==> config.mk <==
export PLATFORM = sky130hd
export DESIGN_NAME = sector_protect_host
export DESIGN_NICKNAME = d
export VERILOG_FILES = /design/src/sgp_pkg.sv /design/src/flash_cycle_if.sv /design/src/flash_cycle.sv /design/src/sector_protect_host.sv
export VERILOG_INCLUDE_DIRS = /design/src /design/src/src
export SDC_FILE = /design/constraint.sdc
export NUM_CORES = 1
export LEC_CHECK = 0
export BUFFER_PORTS_ARGS = -buffer_cell sky130_fd_sc_hd__buf_2
export CORE_MARGIN = 10
export CORE_UTILIZATION = 45
export DETAILED_ROUTE_END_ITERATION = 10
export GPL_ROUTABILITY_DRIVEN = 0
export GPL_TIMING_DRIVEN = 0
export MAX_ROUTING_LAYER = met4
export PLACE_DENSITY = 0.66
export SYNTH_ARGS = -nofsm -noshare
export SYNTH_HDL_FRONTEND = slang
export SYNTH_SLANG_ARGS = --single-unit
==> constraint.sdc <==
create_clock -name aclk -period 4.3 [get_ports aclk]
set_input_delay 1.29 -clock aclk [delete_from_list [all_inputs] [get_ports aclk]]
set_output_delay 1.29 -clock aclk [all_outputs]
set_load 0.02 [all_outputs]
==> src/sgp_defs.svh <==
// register offsets, field positions, flash command bytes and bus-cycle timing
// assumes byte-mode flash wiring: flash address bit 0 is the byte-select line below A0
`ifndef SGP_DEFS_SVH
`define SGP_DEFS_SVH

// own register map, one aligned word each
`define REG_CTRL        8'h00
`define REG_ADDR        8'h04
`define REG_WDATA       8'h08
`define REG_STATUS      8'h0c
`define REG_MODE        8'h10
`define REG_PROT        8'h14

// field positions
`define CTRL_START_BIT  8
`define ST_BUSY_BIT     0
`define ST_DONE_BIT     1
`define ST_ERR_BIT      2
`define MODE_VID_BIT    0
`define MODE_WPN_BIT    1
`define MODE_TOP_BIT    2
`define MODE_RSTN_BIT   3

// reset values
`define MODE_RESET      4'ha
`define PROT_RESET      9'h000

// command cycle addresses and data (byte mode)
`define SEQ_ADDR_1      20'h00aaa
`define SEQ_ADDR_2      20'h00555
`define SEQ_ADDR_0      20'h00000
`define SEQ_DATA_1      8'haa
`define SEQ_DATA_2      8'h55
`define CMD_PROG_BYTE   8'ha0
`define CMD_ENTER_BYTE  8'h88
`define CMD_EXIT_BYTE   8'h90
`define CMD_EXIT2_BYTE  8'h00
`define CMD_RESET_BYTE  8'hf0
`define CMD_PROT_BYTE   8'h60

// low address byte A7..A0 for protect, unprotect, secure group
`define PROT_LOW        8'h02
`define UNPROT_LOW      8'h42
`define SEC_GROUP_LOW   8'h1a

// bus cycle timing, ns, and derived cycle counts at the clock period
`define CLK_NS          10
`define SETUP_NS        20
`define PULSE_NS        50
`define HOLD_NS         20
`define SETUP_CYC       ((`SETUP_NS + `CLK_NS - 1) / `CLK_NS)
`define PULSE_CYC       ((`PULSE_NS + `CLK_NS - 1) / `CLK_NS)
`define HOLD_CYC        ((`HOLD_NS + `CLK_NS - 1) / `CLK_NS)

`endif

==> src/sgp_pkg.sv <==
// types shared by the protection host controller and its bus-cycle engine
// assumes sgp_defs.svh supplies every number
package sgp_pkg;

  typedef enum logic [3:0] {
    CMD_READ      = 4'h0,
    CMD_WRITE     = 4'h1,
    CMD_PROGRAM   = 4'h2,
    CMD_SEC_ENTER = 4'h3,
    CMD_SEC_EXIT  = 4'h4,
    CMD_RESET     = 4'h5,
    CMD_PROTECT   = 4'h6,
    CMD_UNPROTECT = 4'h7,
    CMD_LOCK_SEC  = 4'h8
  } cmd_t;

  typedef struct packed {
    logic        we;
    logic [19:0] addr;
    logic [7:0]  data;
    logic        last;
  } step_t;

  typedef enum logic [1:0] {
    CS_IDLE = 2'b01,
    CS_RUN  = 2'b10
  } ctl_state_t;

  typedef enum logic [3:0] {
    ES_IDLE  = 4'b0001,
    ES_SETUP = 4'b0010,
    ES_PULSE = 4'b0100,
    ES_HOLD  = 4'b1000
  } eng_state_t;

endpackage

==> src/flash_cycle_if.sv <==
// request and answer between the sequencer and the flash bus-cycle engine
// assumes both ends on aclk; req holds until ack pulses
`timescale 1ns/1ps
interface flash_cycle_if;
  logic        req;
  logic        we;
  logic [19:0] addr;
  logic [7:0]  wdata;
  logic        ack;
  logic [7:0]  rdata;

  modport ctrl   (output req, output we, output addr, output wdata, input ack, input rdata);
  modport engine (input req, input we, input addr, input wdata, output ack, output rdata);
endinterface

==> src/flash_cycle.sv <==
// one asynchronous flash read or write cycle: setup, strobe pulse, hold
// assumes the data pin is resolved outside from dq_o and dq_oe
`timescale 1ns/1ps
`include "sgp_defs.svh"
module flash_cycle (
  // clock and reset
  input  wire logic         aclk,
  input  wire logic         aresetn,
  // sequencer side
  flash_cycle_if.engine     cyc,
  // flash pins
  output logic [19:0]       addr_o,
  input  wire logic [7:0]   dq_i,
  output logic [7:0]        dq_o,
  output logic              dq_oe,
  output logic              ce_n,
  output logic              oe_n,
  output logic              we_n
);
  import sgp_pkg::*;

  eng_state_t  st_r,   st_nxt;
  logic [7:0]  cnt_r,  cnt_nxt;
  logic        we_r,   we_nxt;
  logic [19:0] addr_r, addr_nxt;
  logic [7:0]  dout_r, dout_nxt;
  logic [7:0]  rd_r,   rd_nxt;
  logic [7:0]  s1_r, s2_r, s3_r;

  // read data passes three stages; the value counts once stages two and three agree
  always_ff @(posedge aclk)
  begin
    s1_r <= dq_i;
    s2_r <= s1_r;
    s3_r <= s2_r;
  end

  // cycle sequencing
  always_comb
  begin
    st_nxt   = st_r;
    cnt_nxt  = cnt_r;
    we_nxt   = we_r;
    addr_nxt = addr_r;
    dout_nxt = dout_r;
    rd_nxt   = rd_r;
    case (st_r)
      ES_IDLE:
      begin
        if (cyc.req)
        begin
          we_nxt   = cyc.we;
          addr_nxt = cyc.addr;
          dout_nxt = cyc.wdata;
          cnt_nxt  = 8'(`SETUP_CYC);
          st_nxt   = ES_SETUP;
        end
      end
      ES_SETUP:
      begin
        if (cnt_r <= 8'h01)
        begin
          cnt_nxt = 8'(`PULSE_CYC);
          st_nxt  = ES_PULSE;
        end
        else
          cnt_nxt = cnt_r - 8'h01;
      end
      ES_PULSE:
      begin
        // an unsettled read bus stretches the pulse rather than sample a mix of bits
        if (cnt_r > 8'h01)
          cnt_nxt = cnt_r - 8'h01;
        else if (we_r || (s2_r == s3_r))
        begin
          rd_nxt  = we_r ? rd_r : s3_r;
          cnt_nxt = 8'(`HOLD_CYC);
          st_nxt  = ES_HOLD;
        end
      end
      ES_HOLD:
      begin
        if (cnt_r <= 8'h01)
          st_nxt = ES_IDLE;
        else
          cnt_nxt = cnt_r - 8'h01;
      end
      default:
        st_nxt = ES_IDLE;
    endcase
  end

  always_ff @(posedge aclk)
  begin
    if (!aresetn)
    begin
      st_r   <= ES_IDLE;
      cnt_r  <= 8'h00;
      we_r   <= 1'b0;
      addr_r <= 20'h00000;
      dout_r <= 8'h00;
      rd_r   <= 8'h00;
    end
    else
    begin
      st_r   <= st_nxt;
      cnt_r  <= cnt_nxt;
      we_r   <= we_nxt;
      addr_r <= addr_nxt;
      dout_r <= dout_nxt;
      rd_r   <= rd_nxt;
    end
  end

  // pins come straight from state flops
  assign addr_o    = addr_r;
  assign dq_o      = dout_r;
  assign dq_oe     = we_r && (st_r != ES_IDLE);
  assign ce_n      = (st_r == ES_IDLE);
  assign we_n      = !(we_r && (st_r == ES_PULSE));
  assign oe_n      = !(!we_r && (st_r == ES_PULSE));
  assign cyc.ack   = (st_r == ES_HOLD) && (cnt_r <= 8'h01);
  assign cyc.rdata = rd_r;
endmodule

==> src/sector_protect_host.sv <==
// host controller for a boot-sector flash: command sequences, group protect,
// temporary unprotect and secure region handling, ordered over AXI4-Lite
// assumes an external switch lifts the flash reset pin to the elevated voltage on vid_en
//
// Implementation choices: the register addresses and the AXI4-Lite interface to the registers.
`timescale 1ns/1ps
`include "sgp_defs.svh"
module sector_protect_host (
  // clock and reset
  input  wire logic         aclk,
  input  wire logic         aresetn,
  // axi4-lite write channels
  input  wire logic [7:0]   s_awaddr,
  input  wire logic         s_awvalid,
  output logic              s_awready,
  input  wire logic [31:0]  s_wdata,
  input  wire logic [3:0]   s_wstrb,
  input  wire logic         s_wvalid,
  output logic              s_wready,
  output logic [1:0]        s_bresp,
  output logic              s_bvalid,
  input  wire logic         s_bready,
  // axi4-lite read channels
  input  wire logic [7:0]   s_araddr,
  input  wire logic         s_arvalid,
  output logic              s_arready,
  output logic [31:0]       s_rdata,
  output logic [1:0]        s_rresp,
  output logic              s_rvalid,
  input  wire logic         s_rready,
  // flash pins
  output logic [19:0]       flash_addr,
  input  wire logic [7:0]   flash_dq_i,
  output logic [7:0]        flash_dq_o,
  output logic              flash_dq_oe,
  output logic              flash_ce_n,
  output logic              flash_oe_n,
  output logic              flash_we_n,
  output logic              flash_reset_n,
  output logic              flash_wp_n,
  output logic              vid_en
);
  import sgp_pkg::*;

  flash_cycle_if cyc ();

  flash_cycle u_cycle (
    .aclk    (aclk),
    .aresetn (aresetn),
    .cyc     (cyc),
    .addr_o  (flash_addr),
    .dq_i    (flash_dq_i),
    .dq_o    (flash_dq_o),
    .dq_oe   (flash_dq_oe),
    .ce_n    (flash_ce_n),
    .oe_n    (flash_oe_n),
    .we_n    (flash_we_n)
  );

  ctl_state_t  st_r,    st_nxt;
  cmd_t        cmd_r,   cmd_nxt;
  logic [2:0]  idx_r,   idx_nxt;
  logic [19:0] addr_r,  addr_nxt;
  logic [7:0]  wd_r,    wd_nxt;
  logic [7:0]  rd_r,    rd_nxt;
  logic        done_r,  done_nxt;
  logic        err_r,   err_nxt;
  logic        sec_r,   sec_nxt;
  logic [3:0]  mode_r,  mode_nxt;
  logic [8:0]  prot_r,  prot_nxt;
  logic        awg_r,   awg_nxt;
  logic        wg_r,    wg_nxt;
  logic [7:0]  awa_r,   awa_nxt;
  logic [31:0] wdr_r,   wdr_nxt;
  logic        bv_r,    bv_nxt;
  logic [1:0]  br_r,    br_nxt;
  logic        rv_r,    rv_nxt;
  logic [1:0]  rr_r,    rr_nxt;
  logic [31:0] rdat_r,  rdat_nxt;
  step_t       cur;
  logic [3:0]  grp;

  // write cycle helper
  function automatic step_t wr(input logic [19:0] a, input logic [7:0] d, input logic l);
    wr = '{we: 1'b1, addr: a, data: d, last: l};
  endfunction

  // one step of each command sequence; never an unlock-bypass form
  function automatic step_t step_of(input cmd_t c, input logic [2:0] i, input logic [19:0] a,
                                    input logic [7:0] d);
    step_t s;
    s = wr(`SEQ_ADDR_1, `SEQ_DATA_1, 1'b0);
    case (i)
      3'h1:    s = wr(`SEQ_ADDR_2, `SEQ_DATA_2, 1'b0);
      3'h4:    s = wr(`SEQ_ADDR_1, `SEQ_DATA_1, 1'b0);
      3'h5:    s = wr(`SEQ_ADDR_2, `SEQ_DATA_2, 1'b0);
      3'h6:    s = wr(`SEQ_ADDR_1, `CMD_EXIT_BYTE, 1'b0);
      3'h7:    s = wr(`SEQ_ADDR_0, `CMD_EXIT2_BYTE, 1'b1);
      default: s = s;
    endcase
    case (c)
      CMD_READ:      s = '{we: 1'b0, addr: a, data: 8'h00, last: 1'b1};
      CMD_WRITE:     s = wr(a, d, 1'b1);
      CMD_RESET:     s = wr(`SEQ_ADDR_0, `CMD_RESET_BYTE, 1'b1);
      // A1 high, A0 low on the group address, A6 low to protect and high to unprotect; A7..A0 sit one bit up in byte mode
      CMD_PROTECT:   s = wr({a[19:9], `PROT_LOW, 1'b0}, `CMD_PROT_BYTE, 1'b1);
      CMD_UNPROTECT: s = wr({a[19:9], `UNPROT_LOW, 1'b0}, `CMD_PROT_BYTE, 1'b1);
      CMD_PROGRAM:
        if (i == 3'h2) s = wr(`SEQ_ADDR_1, `CMD_PROG_BYTE, 1'b0);
        else if (i == 3'h3) s = wr(a, d, 1'b1);
      CMD_SEC_ENTER:
        if (i == 3'h2) s = wr(`SEQ_ADDR_1, `CMD_ENTER_BYTE, 1'b1);
      CMD_SEC_EXIT:
        if (i == 3'h2) s = wr(`SEQ_ADDR_1, `CMD_EXIT_BYTE, 1'b0);
        else if (i == 3'h3) s = wr(`SEQ_ADDR_0, `CMD_EXIT2_BYTE, 1'b1);
      // entry, protect at the secure group address, then exit
      CMD_LOCK_SEC:
        if (i == 3'h2) s = wr(`SEQ_ADDR_1, `CMD_ENTER_BYTE, 1'b0);
        else if (i == 3'h3) s = wr({11'h000, `SEC_GROUP_LOW, 1'b0}, `CMD_PROT_BYTE, 1'b0);
      default:       s = wr(`SEQ_ADDR_0, `CMD_RESET_BYTE, 1'b1);
    endcase
    step_of = s;
  endfunction

  // sector group index from A18..A12 (byte address bits 19..13)
  function automatic logic [3:0] group_of(input logic [6:0] a, input logic top);
    logic [3:0] g;
    g = 4'h0;
    if (top)
    begin
      if (a[6:5] != 2'b11) g = {2'b00, a[6:5]};
      else if (!a[4]) g = 4'h3;
      else if (!a[3]) g = 4'h4;
      else if (!a[2]) g = 4'h5;
      else if (!a[1]) g = a[0] ? 4'h7 : 4'h6;
      else g = 4'h8;
    end
    else
    begin
      if (a[6:5] != 2'b00) g = 4'h5 + {2'b00, a[6:5]};
      else if (a[4]) g = 4'h5;
      else if (a[3]) g = 4'h4;
      else if (a[2]) g = 4'h3;
      else if (!a[1]) g = 4'h0;
      else g = a[0] ? 4'h2 : 4'h1;
    end
    group_of = g;
  endfunction

  assign cur       = step_of(cmd_r, idx_r, addr_r, wd_r);
  assign grp       = group_of(addr_r[19:13], mode_r[`MODE_TOP_BIT]);
  assign cyc.req   = (st_r == CS_RUN);
  assign cyc.we    = cur.we;
  assign cyc.addr  = cur.addr;
  assign cyc.wdata = cur.data;

  // bus handshakes: one write and one read at a time
  assign s_awready = !awg_r && !bv_r;
  assign s_wready  = !wg_r && !bv_r;
  assign s_arready = !rv_r;
  assign s_bvalid  = bv_r;
  assign s_bresp   = br_r;
  assign s_rvalid  = rv_r;
  assign s_rresp   = rr_r;
  assign s_rdata   = rdat_r;

  // flash control pins; the elevated voltage enters temporary unprotect
  assign vid_en        = mode_r[`MODE_VID_BIT];
  assign flash_wp_n    = mode_r[`MODE_WPN_BIT];
  assign flash_reset_n = mode_r[`MODE_RSTN_BIT];

  // register file, axi slave and sequencer
  always_comb
  begin
    logic       legal;
    logic [7:0] wa;
    logic [31:0] wd;
    wa     = 8'h00;
    wd     = 32'h00000000;
    legal  = 1'b0;
    st_nxt = st_r;   cmd_nxt = cmd_r;   idx_nxt = idx_r;   addr_nxt = addr_r;
    wd_nxt = wd_r;   rd_nxt = rd_r;     done_nxt = done_r; err_nxt = err_r;
    sec_nxt = sec_r; mode_nxt = mode_r; prot_nxt = prot_r;
    awg_nxt = awg_r; wg_nxt = wg_r;     awa_nxt = awa_r;   wdr_nxt = wdr_r;
    bv_nxt = bv_r;   br_nxt = br_r;     rv_nxt = rv_r;     rr_nxt = rr_r;
    rdat_nxt = rdat_r;
    if (s_awvalid && s_awready)
    begin
      awg_nxt = 1'b1;
      awa_nxt = s_awaddr;
    end
    if (s_wvalid && s_wready)
    begin
      wg_nxt  = 1'b1;
      wdr_nxt = s_wdata;
    end
    if (bv_r && s_bready)
      bv_nxt = 1'b0;
    wa = awa_nxt;
    wd = wdr_nxt;
    // register write once both address and data are held
    if (awg_nxt && wg_nxt && !bv_r)
    begin
      awg_nxt = 1'b0;
      wg_nxt  = 1'b0;
      bv_nxt  = 1'b1;
      br_nxt  = 2'b00;
      case (wa)
        `REG_CTRL:
          if (s_wstrb[1] && wd[`CTRL_START_BIT])
          begin
            case (wd[3:0])
              CMD_PROTECT:   legal = mode_r[`MODE_VID_BIT];
              CMD_LOCK_SEC:  legal = mode_r[`MODE_VID_BIT];
              CMD_UNPROTECT: legal = mode_r[`MODE_VID_BIT] && (&prot_r);
              CMD_PROGRAM:   legal = mode_r[`MODE_VID_BIT] || !prot_r[grp] || sec_r;
              default:       legal = (wd[3:0] <= 4'(CMD_RESET));
            endcase
            if (legal && st_r == CS_IDLE)
            begin
              cmd_nxt = cmd_t'(wd[3:0]);
              idx_nxt = 3'h0;
              st_nxt  = CS_RUN;
            end
            else
              err_nxt = 1'b1;
          end
        `REG_ADDR:   addr_nxt = wd[19:0];
        `REG_WDATA:  wd_nxt = wd[7:0];
        `REG_STATUS:
        begin
          if (wd[`ST_DONE_BIT]) done_nxt = 1'b0;
          if (wd[`ST_ERR_BIT]) err_nxt = 1'b0;
        end
        `REG_MODE:   mode_nxt = wd[3:0];
        `REG_PROT:   prot_nxt = wd[8:0];
        default:     br_nxt = 2'b10;
      endcase
    end
    // sequencer advance; completion set lands after any clear so set wins
    if (st_r == CS_RUN && cyc.ack)
    begin
      idx_nxt = idx_r + 3'h1;
      if (cur.last)
      begin
        st_nxt   = CS_IDLE;
        done_nxt = 1'b1;
        case (cmd_r)
          CMD_READ:      rd_nxt = cyc.rdata;
          CMD_SEC_ENTER: sec_nxt = 1'b1;
          CMD_SEC_EXIT:  sec_nxt = 1'b0;
          CMD_LOCK_SEC:  sec_nxt = 1'b0;
          CMD_PROTECT:   prot_nxt[grp] = 1'b1;
          CMD_UNPROTECT: prot_nxt = `PROT_RESET;
          default:       sec_nxt = sec_r;
        endcase
      end
    end
    // register read
    if (s_arvalid && s_arready)
    begin
      rv_nxt = 1'b1;
      rr_nxt = 2'b00;
      case (s_araddr)
        `REG_CTRL:   rdat_nxt = {28'h0000000, cmd_r};
        `REG_ADDR:   rdat_nxt = {12'h000, addr_r};
        `REG_WDATA:  rdat_nxt = {24'h000000, wd_r};
        // indicator is bit 7 of the last read byte
        `REG_STATUS: rdat_nxt = {7'h00, rd_r[7], 4'h0, grp, rd_r, 3'h0, sec_r, 1'b0,
                                 err_r, done_r, (st_r == CS_RUN)};
        `REG_MODE:   rdat_nxt = {28'h0000000, mode_r};
        `REG_PROT:   rdat_nxt = {23'h000000, prot_r};
        default:
        begin
          rdat_nxt = 32'h00000000;
          rr_nxt   = 2'b10;
        end
      endcase
    end
    else if (rv_r && s_rready)
      rv_nxt = 1'b0;
  end

  always_ff @(posedge aclk)
  begin
    if (!aresetn)
    begin
      st_r <= CS_IDLE;     cmd_r <= CMD_READ;  idx_r <= 3'h0;   addr_r <= 20'h00000;
      wd_r <= 8'h00;       rd_r <= 8'h00;      done_r <= 1'b0;  err_r <= 1'b0;
      sec_r <= 1'b0;       mode_r <= `MODE_RESET;                prot_r <= `PROT_RESET;
      awg_r <= 1'b0;       wg_r <= 1'b0;       awa_r <= 8'h00;  wdr_r <= 32'h00000000;
      bv_r <= 1'b0;        br_r <= 2'b00;      rv_r <= 1'b0;    rr_r <= 2'b00;
      rdat_r <= 32'h00000000;
    end
    else
    begin
      st_r <= st_nxt;      cmd_r <= cmd_nxt;   idx_r <= idx_nxt; addr_r <= addr_nxt;
      wd_r <= wd_nxt;      rd_r <= rd_nxt;     done_r <= done_nxt; err_r <= err_nxt;
      sec_r <= sec_nxt;    mode_r <= mode_nxt; prot_r <= prot_nxt;
      awg_r <= awg_nxt;    wg_r <= wg_nxt;     awa_r <= awa_nxt; wdr_r <= wdr_nxt;
      bv_r <= bv_nxt;      br_r <= br_nxt;     rv_r <= rv_nxt;   rr_r <= rr_nxt;
      rdat_r <= rdat_nxt;
    end
  end
endmodule

# After elaboration in Yosys (flattened, before gate mapping)
# Cells that the tools add are included.
dict set report op_classes {
  n_shift 0
  n_mux 79
  n_addsub 3
  n_eq_ne 46
  div_mod_pow 0
  mul 0
  reduce_logical 61
  n_bitwise 4
  order_cmp 5
}
# cell n
set op_table {}
lappend op_table {{$pmux W30 S8} 1}
lappend op_table {{$mux W30} 7}
lappend op_table {{$pmux W25 S6} 1}
lappend op_table {{$pmux W21 S3} 1}
lappend op_table {{$mux W4} 12}
lappend op_table {{$mux W8} 6}
lappend op_table {{$mux W9} 4}
lappend op_table {{$eq A8 B4 Y1 const B} 4}
lappend op_table {{$eq A8 B5 Y1 const B} 4}
lappend op_table {{$pmux W8 S4} 1}
lappend op_table {{$eq A4 B3 Y1 const B} 6}
lappend op_table {{$mux W2} 11}
lappend op_table {{$mux W3} 7}
lappend op_table {{$mux W1} 20}
lappend op_table {{$mux W20} 1}
lappend op_table {{$logic_and A1 B1 Y1} 18}
lappend op_table {{$pmux W9 S2} 1}
lappend op_table {{$reduce_bool A2 Y1} 9}
lappend op_table {{$eq A4 B2 Y1 const B} 4}
lappend op_table {{$eq A8 B3 Y1 const B} 2}
lappend op_table {{$logic_not A8 Y1} 2}
lappend op_table {{$pmux W4 S4} 1}
lappend op_table {{$reduce_and A4 Y1} 4}
lappend op_table {{$eq A4 B4 Y1 const B} 3}
lappend op_table {{other kinds (35)} 68}
dict set report totals {
  elab_cells 227
  memories 0
  ramBits 0
  romBits 0
  ff_bits 202
  latch_bits 0
  input_bits 67
  output_inout_bits 76
}

# Logic depth before layout (Yosys ltp)
# Gate-level depths: netlist of the first run.
dict set report logic_depth {
  word_depth 23
  depth_mapped 12
  depth_no_buf 10
}

# Modules after synthesis
# A second synthesis of the first run with hierarchy kept.
dict set report unflattened {
  hier_cells 1072
  hier_area_um2 8979.9
}
# mod seq_area_each_um2 cells_each n_inst area_each_um2
set modules_own_cells {}
lappend modules_own_cells {sector_protect_host 2322.2 766 1 6170.9}
lappend modules_own_cells {flash_cycle 1461.4 306 1 2808.9}

# Worst setup path after synthesis of the first run
# No wires, ideal clock.
dict set report synth_path {
  kind {in2reg}
  startpoint {in s_awvalid}
  endpoint {reg cmd_r[2]}
  path_slack_ps 829
  arrival_ps 3350
  n_path_buf 3
  cell_stages 11
  setup_time_ps 121
  cell_sequence {or3b_4 buf_6 buf_8 nor4_4 o21ai_2 nor3_4 nand3_2 o32a_1 o21a_1 buf_6 mux2_4}
}
dict set report synth_via {
  elab_chain_len 5
}
# element line
set synth_lines {}
lappend synth_lines {{start, declared} sector_protect_host.sv:14} ;# input wire logic s_awvalid,
lappend synth_lines {{$logic_and A1 B1 Y1 *} sector_protect_host.sv:187} ;# if (s_awvalid && s_awready)
lappend synth_lines {{branches (longest 3 deep; another with $mux W8)} -}
lappend synth_lines {{$reduce_and A4 Y1 (no line) *} -}
lappend synth_lines {{end signal, assigned} sector_protect_host.sv:297} ;# st_r <= st_nxt; cmd_r <= cmd_nxt; idx_r <= idx_nxt; addr_r <= addr_nxt;
lappend synth_lines {{end, declared} sector_protect_host.sv:61} ;# cmd_t cmd_r, cmd_nxt;
# Mark *: on every way between the ends.
# A chain may end at the register's enable or synchronous reset.

# Final worst setup path of the first run
dict set report layout_path {
  startpoint {in s_wvalid}
  endpoint {reg cmd_r[2]}
}
dict set report layout_via {
  elab_chain_len 10
}
# element line
set layout_lines {}
lappend layout_lines {{start, declared} sector_protect_host.sv:18} ;# input wire logic s_wvalid,
lappend layout_lines {{$logic_and A1 B1 Y1 *} sector_protect_host.sv:192} ;# if (s_wvalid && s_wready)
lappend layout_lines {{branches (longest 9 deep; another with $le A4 B3 Y1)} -}
# Mark *: on every way between the ends. The select of a mux whose other input is x is not followed.

==> flow_summary.ini, run 1 <==
[global_routing]
overflow = 0
grt_pass1_wl_mm = 41.51
grt_max_degree = 23
antenna_found_initial = 0
gr-usage-all-layers_pct = 20.74
grt_pass1_vias = 7446

[yosys]
avgSynthCellArea_um2 = 8.927
ys_seq_area_share_pct = 42.94
ys.flop_type = dfxtp_1
yosys.area.top_type_share_pct = 42.94
synth-edff-count = 0
async_reset_ff_share_pct = 0
yosys-top-cells-area = dfxtp_1 (43%), mux2i_1 (6.5%), nor2b_1 (4.9%)
ys_seq_elements = 189
synth_cell_types = 79
synth_top_area_cell = dfxtp_1
netlist_instances = 987
synth_warnings = 0
synth_area_um2 = 8811

[status]
status = complete, no violations

[final_layout]
drive_gt1_share_pct = 17.05
postLayoutCoreUtil_pct = 53.75
final_common_cell = dfxtp_1
diodes = 0
seq_area_um2 = 3784
fill_cells = 1810
final_area_um2 = 10390
multiInputGateArea_um2 = 4603
num-nets-final = 1209
syn2layout_area_growth_pct = 17.95
final_cell_mix = dfxtp_1 (189), buf_2 (116), nand2_1 (108)

[clock_tree]
cts_setup_buffers = 0
numCtsBuffers = 17
clk_latency_ns = 0.45
cts-root-buf = clkbuf_16
cts_tree = built
htree_num_levels = 4
clk_pin_slew_ns = 0.07
cts_hold_buffers = 0
cts_sinks = 189
cts-resized-gates = 0
cts.path.max_buffers = 2

[timing]
tightest_slew_ns = 1.135
rsz0062_at_grt = false
min_period_over_period_pct = 87.33
drv_slew = 0
skew_ns = 0.01786
hold_viol = 0
period_minus_slack_ns = 3.755
max_freq_mhz = 266.3
maxSlewHeadroom_pct = 22.19
timing.setup.tns_ns = 0
fin_ws_ns = 0.5447
setup_viol = 0

[routing]
vias = 7810
drc_errors = 0
avgRoutedWirePerCell_um = 18.60
wl_mm = 26.20
post_drt_via_cell_ratio = 5.543
first_pass_iters = 5
drt_iter0_drc = 787
antenna_left = 0

[die]
dieHeight_um = 159.9
ios = 143
die_w_um = 159.9
coreArea_um2 = 19330
initial_utilization_pct = 45.57
std_cell_rows = 51
die_area_um2 = 25580

[placed_design]
io_buffers = 113
placed_cell_area_um2 = 9753
dp_hpwl_mm = 19.62
dp_slack_ns = 0.1140

[power]
ir_worst_vdd_mv = 0.2831
p_leak_uw = 0.004400
power.total_uw = 3804
p_per_area_nw_per_um2 = 366.0

[worst_hold_path]
min_path_type = flip-flop to flip-flop

[setup_path]
endpoint_kind = flip-flop
crit_path_start_kind = input port
critPathKind = input port to flip-flop
worstPathMaxFanout = 10
cp.arrival_ns = 4.08
worstPathRequired_ns = 4.63

[flow_run]
maxCapViolations = 0
[metrics by stage]
step | std cells | hold slack, ns
finish | 1409 | 0.3294
global route | 1409 | 0.3478
CTS | 1409 | 0.3326
detailed placement | 1377 | 0.3128
global placement | 1377 | 0.3103
floorplan | 999 | 0.3096
[power breakdown]
part	switching, µW	internal, µW	total [µW]
combinational	214	134	348
sequential	28.7	1790	1820
clock	829	803	1630
[worst max-delay path: stages]
cell     delay (ns)
buf_2          0.09
nor3b_2        0.43
mux2i_1        0.99
nand4_1        0.24
inv_1          0.12
nand3_2        0.08
o32a_1         0.29
o21a_1         0.11
buf_6          0.14
mux2_4         0.29
[cells by family after synthesis]
kind of cell    Yosys count  synth area share [%]
compound gates          245                 18.99
other cells               1               0.04256
fa+ha+maj                11                 1.562
simple gates            357                 21.41
flops                   189                 42.94
xor+xnor                 13                 1.292
buf+inv                 102                 5.325
mux                      69                 8.435
[cell type report]
cell class | instances | share of cell area, %
clock inverters | 15 | 2.059
plain buffers | 70 | 3.359
inverters | 32 | 1.156
well taps | 265 | 3.190
multi-input cells | 708 | 44.29
clock buffers | 17 | 4.093
repair buffers | 113 | 5.442
flip-flops and latches | 189 | 36.41
[Yosys cell counts (all sizes together), types with 10 or more instances]
master / count
buf: 22
a21oi: 55
nand3: 13
nand2: 108
ha: 11
o21ai: 58
mux2i: 57
xor2: 10
o211a: 28
and2: 27
dfxtp: 189
nor3b: 10
a21boi: 19
nor4: 10
nor2b: 69
a22oi: 23
a31oi: 10
clkbuf: 48
nor3: 22
nand2b: 11
nor2: 52
inv: 31
[layer usage]
layer,GRT usage [%],up-vias,share of wire [%]
li1,-,3757,-
met1,27.42,3674,46
met2,31.31,330,45
met3,3.728,49,6.3
met4,7.137,0,2.4
met5,-,-,0
[flip-flops by register name, summed over array words and instances (netlist names), 2 cells and up]
name               flops
addr_r                20
awa_r                  8
cmd_r                  4
idx_r                  3
mode_r                 4
prot_r                 9
rd_r                   8
s_rdata               21
st_r                   2
u_cycle.addr_o        20
u_cycle.cnt_r          8
u_cycle.cyc.rdata      8
u_cycle.dq_o           8
u_cycle.s1_r           8
u_cycle.s2_r           8
u_cycle.s3_r           8
u_cycle.st_r           4
wd_r                   8
wdr_r                 20
[path summary, 6_finish.rpt]
path | cells after the start | slack (ns) | start | to
setup / recovery | 10 | 0.54 | s_wvalid | cmd_r[2]
hold / removal | 0 | 0.33 | u_cycle.s1_r[2] | u_cycle.s2_r[2]
setup reg to reg | 11 | 0.98 | addr_r[18] | cmd_r[2]
hold reg to reg | 0 | 0.33 | u_cycle.s1_r[2] | u_cycle.s2_r[2]
Power figures use the tool's default switching activity.
==> run 2, diff against run 1 <==
- SKIP_CTS_REPAIR_TIMING: unset -> 1
- clock period: 4.3 -> 3.66 ns (I/O delays scaled with it)
==> flow_summary.ini, run 2 (same netlist as run 1, synthesis figures left out) <==
[power]
p_per_area_nw_per_um2 = 429.6
p_leak_uw = 0.004397
power.total_uw = 4468
ir_worst_vdd_mv = 0.3329

[final_layout]
num-nets-final = 1209
postLayoutCoreUtil_pct = 53.79
syn2layout_area_growth_pct = 18.03
final_cell_mix = dfxtp_1 (189), buf_2 (116), nand2_1 (108)
multiInputGateArea_um2 = 4611
drive_gt1_share_pct = 17.22
final_common_cell = dfxtp_1
seq_area_um2 = 3784
largest_reg_flops = 21
diodes = 0
fill_cells = 1808

[worst_hold_path]
holdPathEnd = u_cycle.s2_r[2]
worstHoldStart = u_cycle.s1_r[2]
min_path_type = flip-flop to flip-flop
worstHoldPathCells = 0

[setup_path]
worstPathMaxFanout = 9
crit_path_start_kind = input port
crit_chain = buf_2, nor3b_2, mux2i_1, nand4_1, inv_1, nand3_2, o32a_1, o21a_1, buf_6, mux2_4
cp_top_family = multiplexers
startpoint = s_wvalid
r2r_cells = 9
worstPathRequired_ns = 3.99
critPathKind = input port to flip-flop
cp_slowest_cell = mux2i_1
critPathMaxStageDelay_ns = 0.79
cp.arrival_ns = 3.68
rrSetupSlack_ns = 0.34
path_depth = 10
r2r_start = cmd_r[0]
critPathBufInv = 3
endpoint_kind = flip-flop
rr_endpoint = rd_r[4]

[die]
dieHeight_um = 159.9
ios = 143
std_cell_rows = 51
die_w_um = 159.9
die_area_um2 = 25580
coreArea_um2 = 19330
initial_utilization_pct = 45.57

[flow_run]
maxCapViolations = 0

[timing]
period_minus_slack_ns = 3.354
rsz0062_at_grt = false
min_period_over_period_pct = 91.63
skew_ns = 0.01512
hold_viol = 0
drv_slew = 0
max_freq_mhz = 298.2
setup_viol = 0
tightest_slew_ns = 0.9901
maxSlewHeadroom_pct = 33.48
holdWs_ns = 0.3295

[clock_tree]
clk_pin_slew_ns = 0.07
cts_sinks = 189
cts_tree = built
cts.path.max_buffers = 2
numCtsBuffers = 17
cts-root-buf = clkbuf_16
htree_num_levels = 4
clk_latency_ns = 0.45

[routing]
vias = 7802
post_drt_via_cell_ratio = 5.537
avgRoutedWirePerCell_um = 18.58
drt_iter0_drc = 685
antenna_left = 0
drc_errors = 0
wl_mm = 26.18
first_pass_iters = 5

[global_routing]
antenna_found_initial = 0
use_met2_pct = 31.31
grt_pass1_wl_mm = 41.51
grt_pass1_vias = 7446
grt-busiest-layer = met2
grt_util_met1_pct = 27.42
gr-usage-all-layers_pct = 20.74
use_met3_pct = 3.728
overflow = 0
grt_max_degree = 23

[placed_design]
io_buffers = 113
dp_hpwl_mm = 19.62

[status]
status = complete, no violations
-- run 2: area by class of cell --
cell class | count | share of cell area [%]
Multi-Input combinational cell | 708 | 44.33
Sequential cell | 189 | 36.38
Timing Repair Buffer | 113 | 5.438
Clock buffer | 17 | 4.090
Buffer | 70 | 3.357
Tap cell | 265 | 3.188
Clock inverter | 15 | 2.057
Inverter | 32 | 1.155
-- run 2: worst max-delay path by stage --
stage	endpoint	slack, ns
2_1_floorplan	cmd_r[2]	0.38
3_3_place_gp	cmd_r[2]	-0.33
3_5_place_dp	cmd_r[2]	-0.33
4_1_cts	cmd_r[2]	0.13
5_1_grt	cmd_r[2]	0.13
6_report	cmd_r[2]	0.31
-- run 2: worst reg2reg max path, cell delays in order, from the launching register on --
cell and delay (ns):
dfxtp_1 0.32, clkbuf_1 0.44, inv_1 0.28, nor3_1 0.60, a211oi_1 0.19, o22ai_2 0.21
nand2b_1 0.23, nor4_4 0.63, mux2i_1 0.28, nor2b_1 0.06
-- run 2: metrics by stage --
stage	setup slack, ns	TNS [ns]	cell area, µm²	cells
6_report	0.3062	0	10400	1409
4_1_cts	0.1316	0	10390	1409
3_3_place_gp	-0.3255	-3.109	9753	1377
3_5_place_dp	-0.3340	-2.635	9753	1377
5_1_grt	0.1288	0	10400	1409
2_1_floorplan	0.3806	0	8856	999
-- run 2: power by group --
group | leakage (µW) | switching (µW) | internal (µW)
Sequential | 0.00154 | 34.0 | 2110
Combinational | 0.00256 | 254 | 159
Clock | 0.000303 | 970 | 943
-- run 2: per-layer routing --
layer  part of all wire [%]  wire [µm]
met1                     46      12120
met2                     45      11880
met3                    5.8       1524
met4                    2.5        649
met5                      0          0
==> run 3, diff against run 2 <==
- PLACE_DENSITY: 0.66 -> 0.68
- clock period: 3.66 -> 3 ns (I/O delays scaled with it)
==> flow_summary.ini, run 3 (same netlist as run 1, synthesis figures left out) <==
[status]
status = complete, no violations

[power]
power_frac_comb_pct = 9.5
p_seq_share_pct = 47.2
p_per_area_nw_per_um2 = 523.9
internal-power_uw = 4004
switchingPower_uw = 1536
ir_worst_vdd_mv = 0.4506
p_clk_share_pct = 43.3
swShare_pct = 27.73
p_leak_uw = 0.004451

[clock_tree]
cts.path.max_buffers = 2
cts-root-buf = clkbuf_16
cts_tree = built
cts_sinks = 189
numCtsBuffers = 17
htree_num_levels = 4
clk_latency_ns = 0.45
clk_pin_slew_ns = 0.08

[setup_path]
critPathBufInv = 2
cp.arrival_ns = 3.24
cp_slowest_cell = a211oi_4
critPathMaxStageDelay_ns = 0.42
worstPathRequired_ns = 3.33
r2r_start = addr_r[18]
cp_top_family = compound AO/OA/AOI/OAI gates
crit_path_start_kind = flip-flop
critPathKind = flip-flop to flip-flop
worstPathMaxFanout = 9
startpoint = addr_r[18]
endpoint_kind = flip-flop
crit_chain = inv_1, ha_2, nand2b_1, o32a_1, a211oi_4, mux2i_1, mux2_2, a21oi_2, o21a_1, buf_6, mux2_4
rrSetupSlack_ns = 0.09

[die]
std_cell_rows = 51
ios = 143
coreArea_um2 = 19330
die_w_um = 159.9
initial_utilization_pct = 45.57
die_area_um2 = 25580
dieHeight_um = 159.9

[timing]
min_period_over_period_pct = 97.03
setup_viol = 0
holdWs_ns = 0.3311
hold_viol = 0
maxSlewHeadroom_pct = 35.94
period_minus_slack_ns = 2.911
skew_ns = 0.01073
tightest_slew_ns = 0.9609
max_freq_mhz = 343.5
fin_ws_ns = 0.08897
drv_slew = 0
timing.setup.tns_ns = 0

[final_layout]
num-nets-final = 1213
syn2layout_area_growth_pct = 20.01
drive_gt1_share_pct = 19.43
final_common_cell = dfxtp_1
diodes = 0
fill_cells = 1810
final_area_um2 = 10570
final_cell_mix = dfxtp_1 (187), buf_2 (116), nand2_1 (108)
largest_reg_flops = 21

[placed_design]
dp_hpwl_mm = 19.74
dp_slack_ns = -0.6236
placed_cell_area_um2 = 9761
io_buffers = 113

[routing]
drc_errors = 0
antenna_left = 0
wl_mm = 26.41
vias = 7872
drt_iter0_drc = 741
first_pass_iters = 6
avgRoutedWirePerCell_um = 18.69
post_drt_via_cell_ratio = 5.571

[worst_hold_path]
min_path_type = flip-flop to flip-flop
worstHoldStart = u_cycle.s1_r[5]

[global_routing]
grt_pass1_wl_mm = 40.97
gr-usage-all-layers_pct = 20.46
overflow = 0
grt_pass1_vias = 7409
grt_max_degree = 22
antenna_found_initial = 1

[flow_run]
maxCapViolations = 0
## run 3: changes by cell type in the layout (fill, tap and decap cells not counted), sizes merged
cell,previous run,this run
bufinv,0,1
clkbuf,65,62
buf,135,142
clkinv,13,12
## run 3: per-stage QoR
step	util [%]	power [µW]	instances
3_3_place_gp	50.48	3163	1377
4_1_cts	53.84	5543	1409
5_1_grt	54.69	5719	1413
2_1_floorplan	-	2999	999
6_report	54.69	5540	1413
3_5_place_dp	50.48	3170	1377
## run 3: area by class of cell
type / instances / area [µm²] / area share (%)
clock inverter: 15 / 224.0 / 2.118
timing repair buffer: 119 / 623.1 / 5.893
buffer: 68 / 346.6 / 3.278
sequential: 189 / 3786 / 35.81
multi-input combinational: 708 / 4717 / 44.61
clock buffer: 17 / 425.4 / 4.023
tap: 265 / 331.6 / 3.136
inverter: 32 / 120.1 / 1.136
## run 3: final timing paths
check                           cells past startpoint              end
worst max-delay path                               11         cmd_r[2]
worst min-delay path                                0  u_cycle.s2_r[5]
worst max register to register                     11         cmd_r[2]
worst min register to register                      0  u_cycle.s2_r[5]
## run 3: worst reg2reg max path, cell delays in order, from the launching register on
cell and delay [ns]:
dfxtp_2 0.37, inv_1 0.09, ha_2 0.21, nand2b_1 0.09
o32a_1 0.38, a211oi_4 0.42, mux2i_1 0.13, mux2_2 0.28
a21oi_2 0.22, o21a_1 0.17, buf_6 0.14, mux2_4 0.30
## run 3: power groups by stage
stage	registers [µW]	clock network [µW]	logic (µW)
after detailed placement	2670	0	496
final	2620	2400	526
after CTS	2610	2430	499
after global routing	2620	2530	569
after floorplan	2670	0	331
after global placement	2670	0	491
## run 3: layer usage
layer / track usage (%) / part of all wire, %
met1: 26.45 / 46
met2: 31.80 / 46
met3: 3.419 / 5.3
met4: 7.053 / 2.4
met5: - / 0
